### config.mk
export PLATFORM = sky130hd
export DESIGN_NAME = pcc_power_ctrl
export DESIGN_NICKNAME = d
export VERILOG_FILES = /design/src/hdl/pcc_pkg.sv /design/src/hdl/pcc_byte_if.sv /design/src/hdl/pcc_spi_rx.sv /design/src/hdl/pcc_power_ctrl.sv
export VERILOG_INCLUDE_DIRS = /design/src /design/src/hdl
export SDC_FILE = /design/constraint.sdc
export NUM_CORES = 1
export LEC_CHECK = 0
export BUFFER_PORTS_ARGS = -buffer_cell sky130_fd_sc_hd__buf_2
export CORE_ASPECT_RATIO = 0.5
export CORE_MARGIN = 8
export CORE_UTILIZATION = 55
export CTS_BUF_LIST = sky130_fd_sc_hd__clkbuf_4 sky130_fd_sc_hd__clkbuf_8
export DETAILED_ROUTE_END_ITERATION = 8
export HOLD_SLACK_MARGIN = 0.12
export PLACE_DENSITY = 0.75
export SETUP_SLACK_MARGIN = 0.05
export SLEW_MARGIN = 20
export SYNTH_ARGS = -nofsm -noshare
export SYNTH_HDL_FRONTEND = slang
export SYNTH_SLANG_ARGS = --single-unit
### constraint.sdc
create_clock -name mclk -period 7.6 [get_ports mclk]
set_input_delay 1.14 -clock mclk [delete_from_list [all_inputs] [get_ports mclk]]
set_output_delay 1.14 -clock mclk [all_outputs]
set_load 0.01 [all_outputs]
### src/hdl/pcc_params.svh
// Summary of operation
// - power-off opcode starts the internal power-down sequence.
// - busy output held low during power-down, high again when done.
// - power-down disables pump, tcon, drivers, common, sensor; settings kept.
// - source and common outputs keep their previous state after power-down.
// - power-off, power-on and booster commands act only while busy is high.
// - power-on opcode, no parameters, runs power-up under the power settings.
// - busy output held low during power-up, high again when complete.
// - booster opcode takes seven bytes; on/off settings default 02h and 07h.
// - phase A soft-start in bits 1-0 selects 10, 20, 30 or 40 ms.
// - phase B soft-start in bits 3-2, same encoding as phase A.
// - mode-1 negative level code: -3 V minus 0.1 V steps to -11, else -15.
// - mode 0 uses fixed 15 V pos/neg rails, low pos still programmed; mode 1 uses programmed levels.
// - gate rail at 15 or 10 V clamps source levels 2 V inside it.
// - gate rail select codes 00..11 give 20, 17, 15, 10 V, default 00.
// - reset restores defaults, disables drivers, floats all outputs.
`ifndef PCC_PARAMS_SVH
`define PCC_PARAMS_SVH
`define PCC_CLK_MHZ        200
`define PCC_US_PER_MS      1000
`define PCC_SOFT_STEP_MS   10
`define PCC_POWER_DOWN_US  100
`define PCC_TIMER_W        20
`define PCC_OP_PWR_SET     8'h01
`define PCC_OP_POWER_OFF   8'h02
`define PCC_OP_POWER_ON    8'h04
`define PCC_OP_BOOSTER     8'h06
`define PCC_BOOST_N        7
`define PCC_PWR_N          6
`define PCC_BOOST_SFT_RST  8'h00
`define PCC_BOOST_ON_RST   8'h02
`define PCC_BOOST_OFF_RST  8'h07
`define PCC_PWR_EN_RST     8'h07
`define PCC_PWR_RST        8'h00
`define PCC_BI_SFT         0
`define PCC_PI_EN          0
`define PCC_PI_GATE        1
`define PCC_PI_LOWPOS0     2
`define PCC_PI_POS1        3
`define PCC_PI_NEG1        4
`define PCC_PI_LOWPOS1     5
`define PCC_SFT_A_LSB      0
`define PCC_SFT_B_LSB      2
`define PCC_EN_GATE_BIT    0
`define PCC_EN_SRC_BIT     1
`define PCC_EN_COM_BIT     2
`define PCC_LVL_BASE       8'h1e
`define PCC_LVL_MAX        8'h96
`define PCC_POS_CODE_MAX   7'h78
`define PCC_NEG_CODE_MAX   7'h50
`define PCC_GATE_20        8'hc8
`define PCC_GATE_17        8'haa
`define PCC_GATE_15        8'h96
`define PCC_GATE_10        8'h64
`define PCC_GATE_MARGIN    8'h14
`endif

### src/hdl/pcc_pkg.sv
package pcc_pkg;
    typedef enum logic [1:0] {
        PCC_ST_IDLE = 2'h0,
        PCC_ST_UP_A = 2'h1,
        PCC_ST_UP_B = 2'h3,
        PCC_ST_DOWN = 2'h2
    } pcc_state_t;
    typedef enum logic [1:0] {
        PCC_CMD_NONE  = 2'h0,
        PCC_CMD_PWR   = 2'h1,
        PCC_CMD_BOOST = 2'h2
    } pcc_cmd_t;
endpackage

### src/hdl/pcc_byte_if.sv
`timescale 1ns/1ps
`default_nettype none
interface pcc_byte_if;
    logic       valid;
    logic [7:0] data;
    logic       is_param;
    modport rx  (output valid, output data, output is_param);
    modport cmd (input valid, input data, input is_param);
endinterface
`default_nettype wire

### src/hdl/pcc_spi_rx.sv
`timescale 1ns/1ps
`default_nettype none
module pcc_spi_rx
    import pcc_pkg::*;
(
    input  wire logic mclk,
    input  wire logic rst,
    input  wire logic sclk_pin,
    input  wire logic sdin_pin,
    input  wire logic cs_n_pin,
    input  wire logic dc_pin,
    pcc_byte_if.rx    byte_o
);
    localparam int PIN_SCLK = 0;
    localparam int PIN_SDIN = 1;
    localparam int PIN_CSN  = 2;
    localparam int PIN_DC   = 3;
    localparam logic [2:0] LAST_BIT = 3'h7;

    logic [3:0] meta_q;
    logic [3:0] sync_q;
    logic       sclk_prev_q;
    logic [7:0] shift_q;
    logic [2:0] cnt_q;
    logic       rise;

    // pins are asynchronous to mclk
    always_ff @(posedge mclk or posedge rst) begin
        if (rst) begin
            meta_q      <= 4'h4;
            sync_q      <= 4'h4;
            sclk_prev_q <= 1'b0;
        end else begin
            meta_q      <= {dc_pin, cs_n_pin, sdin_pin, sclk_pin};
            sync_q      <= meta_q;
            sclk_prev_q <= sync_q[PIN_SCLK];
        end
    end

    assign rise = sync_q[PIN_SCLK] & ~sclk_prev_q & ~sync_q[PIN_CSN];

    always_ff @(posedge mclk or posedge rst) begin
        if (rst) begin
            shift_q         <= 8'h00;
            cnt_q           <= 3'h0;
            byte_o.valid    <= 1'b0;
            byte_o.data     <= 8'h00;
            byte_o.is_param <= 1'b0;
        end else begin
            byte_o.valid <= 1'b0;
            if (sync_q[PIN_CSN]) begin
                cnt_q <= 3'h0;
            end else if (rise) begin
                shift_q <= {shift_q[6:0], sync_q[PIN_SDIN]};
                cnt_q   <= cnt_q + 3'h1;
                if (cnt_q == LAST_BIT) begin
                    byte_o.valid    <= 1'b1;
                    byte_o.data     <= {shift_q[6:0], sync_q[PIN_SDIN]};
                    byte_o.is_param <= sync_q[PIN_DC];
                end
            end
        end
    end
endmodule
`default_nettype wire

### src/hdl/pcc_power_ctrl.sv
`timescale 1ns/1ps
`default_nettype none
`include "pcc_params.svh"
module pcc_power_ctrl
    import pcc_pkg::*;
#(
    parameter int SOFT_STEP_US  = `PCC_SOFT_STEP_MS * `PCC_US_PER_MS,
    parameter int POWER_DOWN_US = `PCC_POWER_DOWN_US
) (
    input  wire logic       mclk,
    input  wire logic       rst,
    input  wire logic       sclk_pin,
    input  wire logic       sdin_pin,
    input  wire logic       cs_n_pin,
    input  wire logic       data_command_select,
    input  wire logic       programmable_source_rail_mode,
    output logic            busy_n,
    output logic            charge_pump_en,
    output logic            tcon_en,
    output logic            source_drv_en,
    output logic            gate_drv_en,
    output logic            common_electrode_en,
    output logic            temp_sensor_en,
    output logic            phase_a_soft_start_active,
    output logic            phase_b_soft_start_active,
    output logic [5:0]      phase_a_on_setting,
    output logic [5:0]      phase_a_off_setting,
    output logic [5:0]      phase_b_on_setting,
    output logic [5:0]      phase_b_off_setting,
    output logic [5:0]      phase_c_on_setting,
    output logic [5:0]      phase_c_off_setting,
    output logic            source_driver_output_float,
    output logic            common_electrode_output_float,
    output logic            gate_output_float,
    output logic [7:0]      pos_source_level,
    output logic [7:0]      neg_source_level,
    output logic [7:0]      low_pos_source_level,
    output logic [7:0]      gate_rail_level
);
    // levels are magnitudes in tenths of a volt
    localparam int TICK_CYC = `PCC_CLK_MHZ;
    localparam int TW       = `PCC_TIMER_W;
    localparam logic [7:0] TICK_LAST = 8'(TICK_CYC - 1);
    localparam logic [2:0] BOOST_LAST = 3'(`PCC_BOOST_N - 1);
    localparam logic [2:0] PWR_LAST   = 3'(`PCC_PWR_N - 1);

    pcc_byte_if byte_bus ();

    pcc_spi_rx u_rx (
        .mclk     (mclk),
        .rst      (rst),
        .sclk_pin (sclk_pin),
        .sdin_pin (sdin_pin),
        .cs_n_pin (cs_n_pin),
        .dc_pin   (data_command_select),
        .byte_o   (byte_bus.rx)
    );

    pcc_state_t  state_q;
    pcc_cmd_t    cmd_q;
    logic [2:0]  idx_q;
    logic [7:0]  boost_q [`PCC_BOOST_N];
    logic [7:0]  pwr_q   [`PCC_PWR_N];
    logic [7:0]  tick_cnt_q;
    logic        tick_q;
    logic [TW-1:0] wait_q;
    logic [1:0]  mode_sync_q;
    logic        is_opcode;
    logic        start_on;
    logic        start_off;
    logic        wait_done;
    logic [1:0]  sft_a;
    logic [1:0]  sft_b;

    // mode select pin, two-stage synchroniser
    always_ff @(posedge mclk or posedge rst) begin
        if (rst) begin
            mode_sync_q <= 2'h0;
        end else begin
            mode_sync_q <= {mode_sync_q[0], programmable_source_rail_mode};
        end
    end

    assign is_opcode = byte_bus.valid & ~byte_bus.is_param;
    // power-on, power-off and booster opcodes dropped while busy; host must poll
    assign start_on  = is_opcode & (byte_bus.data == `PCC_OP_POWER_ON) & busy_n;
    assign start_off = is_opcode & (byte_bus.data == `PCC_OP_POWER_OFF) & busy_n;

    // command and parameter index tracking
    always_ff @(posedge mclk or posedge rst) begin
        if (rst) begin
            cmd_q <= PCC_CMD_NONE;
            idx_q <= 3'h0;
        end else if (is_opcode) begin
            idx_q <= 3'h0;
            case (byte_bus.data)
                `PCC_OP_PWR_SET: cmd_q <= PCC_CMD_PWR;
                `PCC_OP_BOOSTER: cmd_q <= busy_n ? PCC_CMD_BOOST : PCC_CMD_NONE;
                default:         cmd_q <= PCC_CMD_NONE;
            endcase
        end else if (byte_bus.valid) begin
            idx_q <= idx_q + 3'h1;
            if ((cmd_q == PCC_CMD_BOOST && idx_q == BOOST_LAST) ||
                (cmd_q == PCC_CMD_PWR && idx_q == PWR_LAST)) begin
                cmd_q <= PCC_CMD_NONE;
            end
        end
    end

    // booster settings; power-off leaves them untouched
    generate
        for (genvar i = 0; i < `PCC_BOOST_N; i++) begin : g_boost
            localparam logic [7:0] RST_V = (i == `PCC_BI_SFT) ? `PCC_BOOST_SFT_RST :
                                           (i % 2 == 1) ? `PCC_BOOST_ON_RST : `PCC_BOOST_OFF_RST;
            always_ff @(posedge mclk or posedge rst) begin
                if (rst) begin
                    boost_q[i] <= RST_V;
                end else if (byte_bus.valid && byte_bus.is_param &&
                             cmd_q == PCC_CMD_BOOST && idx_q == 3'(i)) begin
                    boost_q[i] <= byte_bus.data;
                end
            end
        end
    endgenerate

    // power settings
    generate
        for (genvar i = 0; i < `PCC_PWR_N; i++) begin : g_pwr
            localparam logic [7:0] RST_V = (i == `PCC_PI_EN) ? `PCC_PWR_EN_RST : `PCC_PWR_RST;
            always_ff @(posedge mclk or posedge rst) begin
                if (rst) begin
                    pwr_q[i] <= RST_V;
                end else if (byte_bus.valid && byte_bus.is_param &&
                             cmd_q == PCC_CMD_PWR && idx_q == 3'(i)) begin
                    pwr_q[i] <= byte_bus.data;
                end
            end
        end
    endgenerate

    assign phase_a_on_setting  = boost_q[1][5:0];
    assign phase_a_off_setting = boost_q[2][5:0];
    assign phase_b_on_setting  = boost_q[3][5:0];
    assign phase_b_off_setting = boost_q[4][5:0];
    assign phase_c_on_setting  = boost_q[5][5:0];
    assign phase_c_off_setting = boost_q[6][5:0];

    // microsecond enable from the fast clock
    always_ff @(posedge mclk or posedge rst) begin
        if (rst) begin
            tick_cnt_q <= 8'h00;
            tick_q     <= 1'b0;
        end else begin
            tick_q     <= (tick_cnt_q == TICK_LAST);
            tick_cnt_q <= (tick_cnt_q == TICK_LAST) ? 8'h00 : tick_cnt_q + 8'h01;
        end
    end

    assign sft_a     = boost_q[`PCC_BI_SFT][`PCC_SFT_A_LSB +: 2];
    assign sft_b     = boost_q[`PCC_BI_SFT][`PCC_SFT_B_LSB +: 2];
    assign wait_done = tick_q && (wait_q == '0);

    // sequencer: 10 ms steps per soft-start code, +/- one tick
    always_ff @(posedge mclk or posedge rst) begin
        if (rst) begin
            state_q <= PCC_ST_IDLE;
            wait_q  <= '0;
        end else begin
            case (state_q)
                PCC_ST_IDLE: begin
                    if (start_on) begin
                        state_q <= PCC_ST_UP_A;
                        wait_q  <= TW'((int'(sft_a) + 1) * SOFT_STEP_US);
                    end else if (start_off) begin
                        state_q <= PCC_ST_DOWN;
                        wait_q  <= TW'(POWER_DOWN_US);
                    end
                end
                PCC_ST_UP_A: begin
                    if (wait_done) begin
                        state_q <= PCC_ST_UP_B;
                        wait_q  <= TW'((int'(sft_b) + 1) * SOFT_STEP_US);
                    end else if (tick_q) begin
                        wait_q <= wait_q - TW'(1);
                    end
                end
                PCC_ST_UP_B, PCC_ST_DOWN: begin
                    if (wait_done) begin
                        state_q <= PCC_ST_IDLE;
                    end else if (tick_q) begin
                        wait_q <= wait_q - TW'(1);
                    end
                end
                default: state_q <= PCC_ST_IDLE;
            endcase
        end
    end

    // busy follows the sequencer, low in the cycle after the opcode
    always_ff @(posedge mclk or posedge rst) begin
        if (rst) begin
            busy_n <= 1'b1;
        end else begin
            busy_n <= ~(start_on | start_off) &
                      ((state_q == PCC_ST_IDLE) |
                       (wait_done & (state_q != PCC_ST_UP_A)));
        end
    end

    // supply enables
    always_ff @(posedge mclk or posedge rst) begin
        if (rst) begin
            charge_pump_en            <= 1'b0;
            phase_a_soft_start_active <= 1'b0;
            phase_b_soft_start_active <= 1'b0;
            tcon_en                   <= 1'b0;
            source_drv_en             <= 1'b0;
            gate_drv_en               <= 1'b0;
            common_electrode_en       <= 1'b0;
            temp_sensor_en            <= 1'b0;
        end else if (start_off) begin
            charge_pump_en            <= 1'b0;
            phase_a_soft_start_active <= 1'b0;
            phase_b_soft_start_active <= 1'b0;
            tcon_en                   <= 1'b0;
            source_drv_en             <= 1'b0;
            gate_drv_en               <= 1'b0;
            common_electrode_en       <= 1'b0;
            temp_sensor_en            <= 1'b0;
        end else if (start_on) begin
            charge_pump_en            <= 1'b1;
            phase_a_soft_start_active <= 1'b1;
            temp_sensor_en            <= 1'b1;
        end else if (state_q == PCC_ST_UP_A && wait_done) begin
            phase_a_soft_start_active <= 1'b0;
            phase_b_soft_start_active <= 1'b1;
        end else if (state_q == PCC_ST_UP_B && wait_done) begin
            // rails enabled by the power settings
            phase_b_soft_start_active <= 1'b0;
            tcon_en                   <= 1'b1;
            gate_drv_en               <= pwr_q[`PCC_PI_EN][`PCC_EN_GATE_BIT];
            source_drv_en             <= pwr_q[`PCC_PI_EN][`PCC_EN_SRC_BIT];
            common_electrode_en       <= pwr_q[`PCC_PI_EN][`PCC_EN_COM_BIT];
        end
    end

    // outputs float from reset until a power-up drives them; power-down keeps them
    always_ff @(posedge mclk or posedge rst) begin
        if (rst) begin
            source_driver_output_float    <= 1'b1;
            common_electrode_output_float <= 1'b1;
            gate_output_float             <= 1'b1;
        end else if (state_q == PCC_ST_UP_B && wait_done) begin
            source_driver_output_float    <= ~pwr_q[`PCC_PI_EN][`PCC_EN_SRC_BIT];
            common_electrode_output_float <= ~pwr_q[`PCC_PI_EN][`PCC_EN_COM_BIT];
            gate_output_float             <= ~pwr_q[`PCC_PI_EN][`PCC_EN_GATE_BIT];
        end
        // no power-down branch: prior 0 V or floating state holds
    end

    function automatic logic [7:0] pos_level(input logic [6:0] code);
        pos_level = (code <= `PCC_POS_CODE_MAX) ? `PCC_LVL_BASE + {1'b0, code} : `PCC_LVL_MAX;
    endfunction

    function automatic logic [7:0] neg_level(input logic [6:0] code);
        neg_level = (code <= `PCC_NEG_CODE_MAX) ? `PCC_LVL_BASE + {1'b0, code} : `PCC_LVL_MAX;
    endfunction

    function automatic logic [7:0] gate_level(input logic [1:0] sel);
        case (sel)
            2'h0:    gate_level = `PCC_GATE_20;
            2'h1:    gate_level = `PCC_GATE_17;
            2'h2:    gate_level = `PCC_GATE_15;
            default: gate_level = `PCC_GATE_10;
        endcase
    endfunction

    logic [7:0] gate_c;
    logic [7:0] limit_c;
    logic       clamp_c;
    logic [7:0] pos_c;
    logic [7:0] neg_c;
    logic [7:0] low_c;

    // only the two lower gate rails need clamping
    always_comb begin
        gate_c  = gate_level(pwr_q[`PCC_PI_GATE][1:0]);
        clamp_c = (gate_c == `PCC_GATE_15) || (gate_c == `PCC_GATE_10);
        limit_c = gate_c - `PCC_GATE_MARGIN;
        if (mode_sync_q[1]) begin
            pos_c = pos_level(pwr_q[`PCC_PI_POS1][6:0]);
            neg_c = neg_level(pwr_q[`PCC_PI_NEG1][6:0]);
            low_c = pos_level(pwr_q[`PCC_PI_LOWPOS1][6:0]);
        end else begin
            pos_c = `PCC_LVL_MAX;
            neg_c = `PCC_LVL_MAX;
            low_c = pos_level(pwr_q[`PCC_PI_LOWPOS0][6:0]);
        end
        if (clamp_c) begin
            pos_c = (pos_c > limit_c) ? limit_c : pos_c;
            neg_c = (neg_c > limit_c) ? limit_c : neg_c;
            low_c = (low_c > limit_c) ? limit_c : low_c;
        end
    end

    always_ff @(posedge mclk or posedge rst) begin
        if (rst) begin
            pos_source_level     <= 8'h00;
            neg_source_level     <= 8'h00;
            low_pos_source_level <= 8'h00;
            gate_rail_level      <= 8'h00;
        end else begin
            pos_source_level     <= pos_c;
            neg_source_level     <= neg_c;
            low_pos_source_level <= low_c;
            gate_rail_level      <= gate_c;
        end
    end
endmodule
`default_nettype wire

# == Yosys cells after proc, flatten, opt, wreduce, memory -nomap -nowiden ==
# Index checks and enable logic that the tools add are counted.
# word_totals
regBits,183
in_bits,7
out_inout_bits,80
wordCells,214
# op_classes
addsub,11
mul,2
order_cmp,7
n_eq_ne,28
n_mux,63
bitwise,18
reduce_logical,42
# op_table
op,n
8-bit two-way mux,14
20-bit two-way mux,5
20-bit case mux with 3 select lines,1
"5-bit by 7-bit adder with 8-bit output, first input constant",4
"7-bit <= comparator, second input constant",4
1-bit two-way mux,28
"3-bit by 10-bit multiplier with 13-bit output, second input constant",2
8-bit greater-than comparator,3
8-bit case mux with 3 select lines,1
1-bit logical AND,21
20-bit logical NOT,1
"20-bit by 1-bit subtractor with 20-bit output, second input constant",1
"8-bit by 3-bit equality test with 1-bit output, second input constant",2
"8-bit equality test, second input constant",2
2-bit two-way mux,8
"3-bit equality test, second input constant",4
3-bit two-way mux,4
2-bit nonzero test,5
1-bit bitwise AND,9
3-bit AND reduction,3
"8-bit by 1-bit adder with 8-bit output, second input constant",1
"2-bit equality test, second input constant",4
"8-bit by 1-bit equality test with 1-bit output, second input constant",1
"8-bit by 2-bit equality test with 1-bit output, second input constant",1
other kinds (20),42

# == Logic depth before layout (Yosys ltp) ==
# Gate-level depths: netlist of the first run.
# logic_depth
word_depth,7
depth_mapped,11
ltp_nobuf,11

# == Cells and area by module ==
# Synthesis of the first run repeated with hierarchy kept, for this count alone.
# unflattened
cells_unflattened,836
area_unflattened_um2,9374.0
# modules_own_cells
mod,n_inst,cells_per_inst,area_per_inst_um2,seq_area_each_um2
pcc_power_ctrl,1,777,8341.8,3852.4
pcc_spi_rx,1,59,1032.2,728.2

# == Least setup slack after synthesis of the first run ==
# Ideal clock, no wire load.
# synth_path
path_kind,register to register
start,register pwr_q[17] (netlist name)
end,register pos_source_level[2]
setup_ns,0.125
arrival_time_ns,2.867
t_required_ns,7.475
slack_ns,4.608
stages_incl_launch_ff,12
n_path_buf,0
period_less_slack_ns,2.992
cell_sequence,dfrtp_1 > inv_1 > ha_1 > nor3b_1 > xor2_1 > nor2_1 > ha_1 > a21o_1 > a21oi_1 > nor2b_1 > o31ai_1 > mux2_2
# synth_between
elab_chain_cells,6
word_cells_on_any_way,7
cone_classes,add/sub: 1; order compare: 2; mux: 4
# synth_lines
item,line_no,rtl
from (decl),pcc_power_ctrl.sv:63,logic [7:0] pwr_q [`PCC_PWR_N];
"from (signal, indexed assignment)",pcc_power_ctrl.sv:135,pwr_q[i] <= byte_bus.data;
5-bit by 7-bit adder with 8-bit output (no source line) / 7-bit <= comparator (equally long branches),--,
8-bit two-way mux (no source line) (*),--,
8-bit two-way mux (*),pcc_power_ctrl.sv:290,if (mode_sync_q[1]) begin
8-bit greater-than comparator,pcc_power_ctrl.sv:300,pos_c = (pos_c > limit_c) ? limit_c : pos_c;
8-bit two-way mux,pcc_power_ctrl.sv:300,
8-bit two-way mux (*),pcc_power_ctrl.sv:299,if (clamp_c) begin
net pos_c[2],pcc_power_ctrl.sv:281,logic [7:0] pos_c;
to (signal assigned),pcc_power_ctrl.sv:313,pos_source_level <= pos_c;
to (decl),pcc_power_ctrl.sv:35,"output logic [7:0] pos_source_level,"
# Mark *: on every way through the listed nets, which the timed path passes. The rest lies on a longest branch.
# A chain may end at the register's enable or synchronous reset.

# == Worst setup path after layout of the first run ==
# layout_path
start,register pwr_q[17] (netlist name)
end,register pos_source_level[7]
# The elaborated chain is that of the path after synthesis.

==> flow_summary.json, run 1 <==
{
  "arrival_ps": 3770,
  "routed_via_density": 5.780,
  "finalMaxSlewViolations": 0,
  "clock_skew_ps": 18.69,
  "end_kind": "register",
  "fin_nets": 945,
  "stdcell_count": 1130,
  "synth_compound_area_frac": 0.09722,
  "wire_per_inst_um": 17.61,
  "cts_tree": "done",
  "root_buffer": "clkbuf_8",
  "gp_congestion": 0.8797,
  "fmax_ghz": 0.2921,
  "drtIter0Drc": 544,
  "setup_viol": 0,
  "h-tree-depth": 4,
  "start_util": 0.5674,
  "synth_area_per_cell_um2": 11.03,
  "cp-start-kind": "register",
  "die_area_um2": 21770,
  "synth_nets": 907,
  "power_density_nw_per_um2": 169.6,
  "dp.cells": 1098,
  "slew_headroom": 0.2745,
  "clock_path_buffers": 2,
  "cts_hold_buf": 0,
  "maxCapViolations": 0,
  "yosysSeqAreaShare": 0.4875,
  "synthSimpleGateAreaFrac": 0.1326,
  "synth_area_um2": 9395,
  "critical_path.max_fanout": 7,
  "ys_types": 70,
  "cts.clk_slew.worst_paths_ps": 100,
  "die_y_um": 108.4,
  "worst-slew-pin-transition_ps": 1073,
  "leakage_uw": 0.004853,
  "synth_xor_area_frac": 0.02797,
  "worstSetupPathType": "reg2reg",
  "ys_warn_count": 0,
  "synth_adder_area_share": 0.06392,
  "reg2reg_slack_ps": 4180,
  "cts_setup_buffers": 0,
  "rows": 33,
  "fin_crit_sh": 0.4505,
  "seqCellArea_um2": 4581,
  "place_ws_ps": 4228,
  "grt.total_usage": 0.1867,
  "drc_errors": 0,
  "num_io_pins": 87,
  "drive_gt1_frac": 0.2780,
  "synthCells": 852,
  "peakVddDrop_mv": 0.1125,
  "period_minus_slack_ps": 3424,
  "holdCritPathClass": "reg2reg",
  "synth-seq-cells": 182,
  "synthArstFlopShare": 1.000,
  "port_buffers": 85,
  "grt_pass1_vias": 6414,
  "grt_overflow": 0,
  "final_core_util": 0.6133,
  "routed_wl_um": 19900,
  "die_w_um": 200.8,
  "fill_cells": 1339,
  "cts_made_buffers": 17,
  "multi_input_area_um2": 4260,
  "vias": 6531,
  "ys.flop_type": "dfrtp_1",
  "synth_top_family_by_area": "simple AND/OR/NAND/NOR gates",
  "grt_pass1_wl_um": 33310,
  "dpl.hpwl_um": 13990,
  "cts_sinks": 182,
  "setup_slack_ps": 4176,
  "yosys-mux-area-fraction": 0.1313,
  "rsz0062_at_grt": "no",
  "synth-edff-count": 0,
  "num_antenna_cells": 0,
  "firstDrtPassIters": 5,
  "hold_viol_final": 0,
  "syn_to_final_growth_pct": 8.083,
  "ant_nets": 0,
  "insertion_delay_ps": 480,
  "core_area_um2": 16560,
  "tns_ps": 0,
  "cts_resized": 0,
  "antenna_found_initial": 0,
  "crit_required_ps": 7950,
  "outcome": "finished, final reports clean",
  "grt_start_max_net_pins": 125
}
cell usage after synthesis (18+ instances only):
| library cell | n | area, µm² |
|---|---|---|
| a21oi_1 | 30 | 150.1 |
| buf_4 | 39 | 292.8 |
| clkbuf_1 | 27 | 101.4 |
| dfrtp_1 | 161 | 4029 |
| dfstp_2 | 21 | 551.8 |
| ha_1 | 48 | 600.6 |
| inv_1 | 39 | 146.4 |
| mux2_2 | 98 | 1104 |
| nand2_1 | 48 | 180.2 |
| nand3_1 | 21 | 105.1 |
| nand4_1 | 18 | 112.6 |
| nor2_1 | 56 | 210.2 |
| nor3_1 | 25 | 125.1 |
| o21ai_0 | 40 | 200.2 |
worst max-delay path: stages (launching register included):
cell     delay [ps]
dfrtp_1         430
inv_1           100
ha_1            170
nor3b_1         330
xor2_1          180
nor2_1           80
ha_1            320
a21o_1          180
a21oi_1         130
nor2b_1          70
o31ai_1         890
mux2_2          430
power by group:
part	total, µW	internal, µW	switching [µW]
Clock	672	262	411
Combinational	49.2	18.7	30.5
Sequential	1000	989	12.1
routing by layer:
layer	track usage	share of wire
met1	0.2403	0.44
met5	0	0
met4	0.06997	0.017
met2	0.3125	0.49
met3	0.03879	0.049
per-stage QoR:
step	hold slack [ps]	instance area, µm²	power [µW]
final	359.5	10150	1723
after global routing	373.3	10150	1794
after CTS	366.1	10150	1741
after detailed placement	334.7	9724	1070
after global placement	332.3	9724	1068
after floorplan	331.2	9395	1055
final timing paths:
| kind | from | cells after the start | to |
|---|---|---|---|
| min in group asynchronous | rst | 2 | pwr_q[28] |
| max in group asynchronous | rst | 3 | u_rx.byte_o.data[7] |
| worst min register to register | u_rx.meta_q[1] | 0 | u_rx.sync_q[1] |
| worst min-delay path | u_rx.meta_q[1] | 0 | u_rx.sync_q[1] |
| worst max register to register | pwr_q[17] | 11 | pos_source_level[7] |
| worst max-delay path | pwr_q[17] | 11 | pos_source_level[7] |
cells in the final DEF (no fill, tap or decap), drive strengths merged, types with 3 or more instances in the layout:
cell type,Yosys,final
a21oi,30,30
nand4,18,18
mux2i,13,13
clkbuf,27,18
nand2,48,48
a31oi,4,4
inv,39,44
nand3,21,21
or4,5,5
nand2b,3,3
o41ai,6,6
o31ai,6,6
clkinv,0,9
nor2b,10,10
o21ai,41,41
xnor2,14,14
nor4b,4,4
dfrtp,161,161
or2,3,3
nor4,11,11
nor3b,7,7
ha,48,48
o21a,3,3
a311oi,4,4
mux2,98,98
o22ai,4,4
a21o,7,7
nor2,56,56
o2bb2ai,4,4
buf,42,88
or3,3,3
dfstp,21,21
a211oi,3,3
and3,7,7
xor2,16,16
and2,6,6
a32o,3,3
nor3,25,25
flip-flops by register name, indices dropped and copies added (netlist names), 3 cells and up:
register	cells
boost_q	4
gate_rail_level	7
idx_q	3
low_pos_source_level	8
neg_source_level	8
phase_a_off_setting	6
phase_a_on_setting	6
phase_b_off_setting	6
phase_b_on_setting	6
phase_c_off_setting	6
phase_c_on_setting	6
pos_source_level	8
pwr_q	33
tick_cnt_q	8
u_rx.byte_o.data	8
u_rx.cnt_q	3
u_rx.meta_q	4
u_rx.shift_q	7
u_rx.sync_q	4
wait_q	20
area by class of cell:
cell class | instances | share of cell area
clock buffer | 18 | 0.02440
clock inverter | 14 | 0.01774
inverter | 39 | 0.01516
multi-input combinational | 562 | 0.4195
sequential | 182 | 0.4511
tap | 227 | 0.02797
timing repair buffer | 88 | 0.04411
logic make-up (layout without fill, tap and decap cells):
group	after synthesis	count (layout)
flip-flops	182	182
buffers and inverters	108	159
AND/OR/NAND/NOR	237	237
other	1	1
AO/OA/AOI/OAI	135	135
XOR/XNOR	30	30
adder cells (fa/ha/maj)	48	48
multiplexers	111	111
No activity file was read; power rests on OpenSTA's default activity.
==> inputs of run 2 (changes only) <==
clock period = 3.4 ns   (was 7.6 ns; I/O delays follow)
==> run 2 against run 1 <==
Effect of this change:
- global-route usage rose by 0.22 points
- total power rose by 120%
- clock-buffer cell count unchanged
- final cell count increased by 1.3%
- register-to-register slack worse by 3900 ps
- wire length rose by 1.8%
- critical path depth unchanged
- die area did not move
- worst setup slack got worse by 3900 ps
- clock skew is 3.6 ps higher
- via count up 0.69%
- critical endpoint is now pos_source_level[2]
==> flow_summary.json, run 2 (synthesized netlist as in run 1, its figures left out) <==
{
  "outcome": "finished, final reports clean",
  "vias": 6576,
  "wire_per_inst_um": 17.69,
  "intPower_uw": 2892,
  "gp_congestion": 0.9094,
  "reg2reg_slack_ps": 300,
  "cp-start-kind": "register",
  "period_minus_slack_ps": 3096,
  "core_area_um2": 16560,
  "fmax_ghz": 0.3230,
  "timing.rr.start": "pwr_q[32]",
  "rows": 33,
  "worst-slew-pin-transition_ps": 821.6,
  "cts_sinks": 182,
  "power_density_nw_per_um2": 377.0,
  "final_cell_mix": "161 x dfrtp_1, 98 x mux2_2, 85 x buf_2",
  "min_from": "data_command_select",
  "insertion_delay_ps": 470,
  "largest_reg_flops": 33,
  "syn_to_final_growth_pct": 9.162,
  "ant_nets": 0,
  "stdcell_count": 1145,
  "gr-max-usage-layer": "met2",
  "clockPowerShare": 0.391,
  "cts.clk_slew.worst_paths_ps": 110,
  "dpl.hpwl_um": 14390,
  "routed_wl_um": 20260,
  "port_buffers": 85,
  "report.power.total_uw": 3867,
  "critical_path.max_fanout": 7,
  "largest-register": "pwr_q",
  "die_area_um2": 21770,
  "routed_via_density": 5.743,
  "cp_slowest_cell": "dfrtp_1",
  "whs_path_depth": 1,
  "hold_viol_final": 0,
  "arrival_ps": 3440,
  "maxCapViolations": 0,
  "die_w_um": 200.8,
  "dp.cells": 1112,
  "fin_nets": 960,
  "gr-usage-met3": 0.03939,
  "grt_pass1_wl_um": 33990,
  "crit_buf_inv": 3,
  "grt.total_usage": 0.1889,
  "num_io_pins": 87,
  "hold_end": "u_rx.meta_q[3]",
  "antenna_found_initial": 0,
  "grt_pass1_vias": 6747,
  "die_y_um": 108.4,
  "reg2regPathDepth": 11,
  "grt_start_max_net_pins": 149,
  "hold_slack_ps": 149.2,
  "num_antenna_cells": 0,
  "critPathTopFamily": "adder cells",
  "peakVddDrop_mv": 0.2973,
  "holdCritPathClass": "in2reg",
  "cts_setup_buffers": 0,
  "globalRouteMet1Util": 0.2352,
  "top_regs": "pwr_q: 33 flops, wait_q: 20 flops",
  "crit_chain": "inv_1, ha_1, nor2_1, inv_1, ha_1, nor2b_1, o21ai_0, a21oi_1, o31ai_1, buf_4, mux2_2",
  "leakage_uw": 0.004921,
  "final_common_cell": "dfrtp_1",
  "root_buffer": "clkbuf_8",
  "drc_errors": 0,
  "end_kind": "register",
  "h-tree-depth": 4,
  "gr-usage-met2": 0.3320,
  "crit_required_ps": 3740,
  "setup_viol": 0,
  "r2r-end": "pos_source_level[2]",
  "switchingPower_uw": 975.1,
  "cts_tree": "done",
  "drive_gt1_frac": 0.2887,
  "fill_cells": 1353,
  "rsz0062_at_grt": "no",
  "finalMaxSlewViolations": 0,
  "clock_skew_ps": 22.25,
  "tns_ps": 0,
  "slew_headroom": 0.4508,
  "grt_overflow": 0,
  "switching_share": 0.2522,
  "seq_power_share": 0.579,
  "cpPeakStageDelay_ps": 430,
  "clock_path_buffers": 2,
  "drtIter0Drc": 499,
  "cp_num_cells": 11,
  "firstDrtPassIters": 5,
  "combPwrFrac": 0.030,
  "start_util": 0.5674,
  "worstSetupPathType": "reg2reg",
  "fin_crit_sh": 0.9105,
  "cts_made_buffers": 17
}
==> run 2: changes by cell type in the layout (fill, tap and decap cells not counted), sizes merged <==
cell	delta
bufinv	+1
inv	+1
dlygate4sd3	+1
buf	+14
clkinv	-3
clkinvlp	+1
==> run 2: power by group through the flow <==
| stage | Combinational (µW) | Clock [µW] | Sequential [µW] |
|---|---|---|---|
| after floorplan | 85.4 | 0 | 2270 |
| after global placement | 116 | 0 | 2280 |
| after detailed placement | 120 | 0 | 2280 |
| after CTS | 122 | 1540 | 2240 |
| after global routing | 136 | 1620 | 2240 |
| final | 117 | 1510 | 2240 |
==> run 2: worst max path at each step <==
stage	from	end	slack, ps
2_1_floorplan	pwr_q[17]	pos_source_level[2]	410
3_3_place_gp	pwr_q[8]	neg_source_level[2]	540
3_5_place_dp	pwr_q[27]	low_pos_source_level[6]	460
4_1_cts	pwr_q[32]	pos_source_level[2]	390
5_1_grt	pwr_q[27]	low_pos_source_level[5]	120
6_report	pwr_q[32]	pos_source_level[2]	300
==> run 2: area by class of cell <==
cell class,count,area (µm²),area share
Inverter,39,150.1,0.01464
Tap cell,227,284.0,0.02769
Timing Repair Buffer,103,575.6,0.05612
Sequential cell,182,4581,0.4466
Clock inverter,14,157.7,0.01537
Multi-Input combinational cell,562,4260,0.4154
Clock buffer,18,247.7,0.02416
==> run 2: routing by layer <==
metal | share of wire | up-vias
met5 | 0 | -
met4 | 0.014 | 0
met3 | 0.044 | 30
met2 | 0.49 | 148
met1 | 0.45 | 3271
li1 | - | 3127
==> run 2: what timing repair did <==
item / CTS / global route
hold endpoints to repair: 1 / 0
resized for setup: 0 / 0
hold buffers: 1 / 0
==> run 2: metrics by stage <==
stage	cell area (µm²)	utilization	setup slack [ps]
CTS	10260	0.6194	389.5
global route	10260	0.6194	118.4
detailed placement	9841	0.5943	463.3
global placement	9841	0.5943	540.9
floorplan	9399	-	408.0
finish	10260	0.6194	304.3
==> run 2: worst register-to-register path, cell delays in order, from the launching register on <==
cell,delay (ps)
dfrtp_1,430
inv_1,110
ha_1,320
nor2_1,330
inv_1,200
ha_1,340
nor2b_1,150
o21ai_0,230
a21oi_1,130
o31ai_1,200
buf_4,200
mux2_2,350
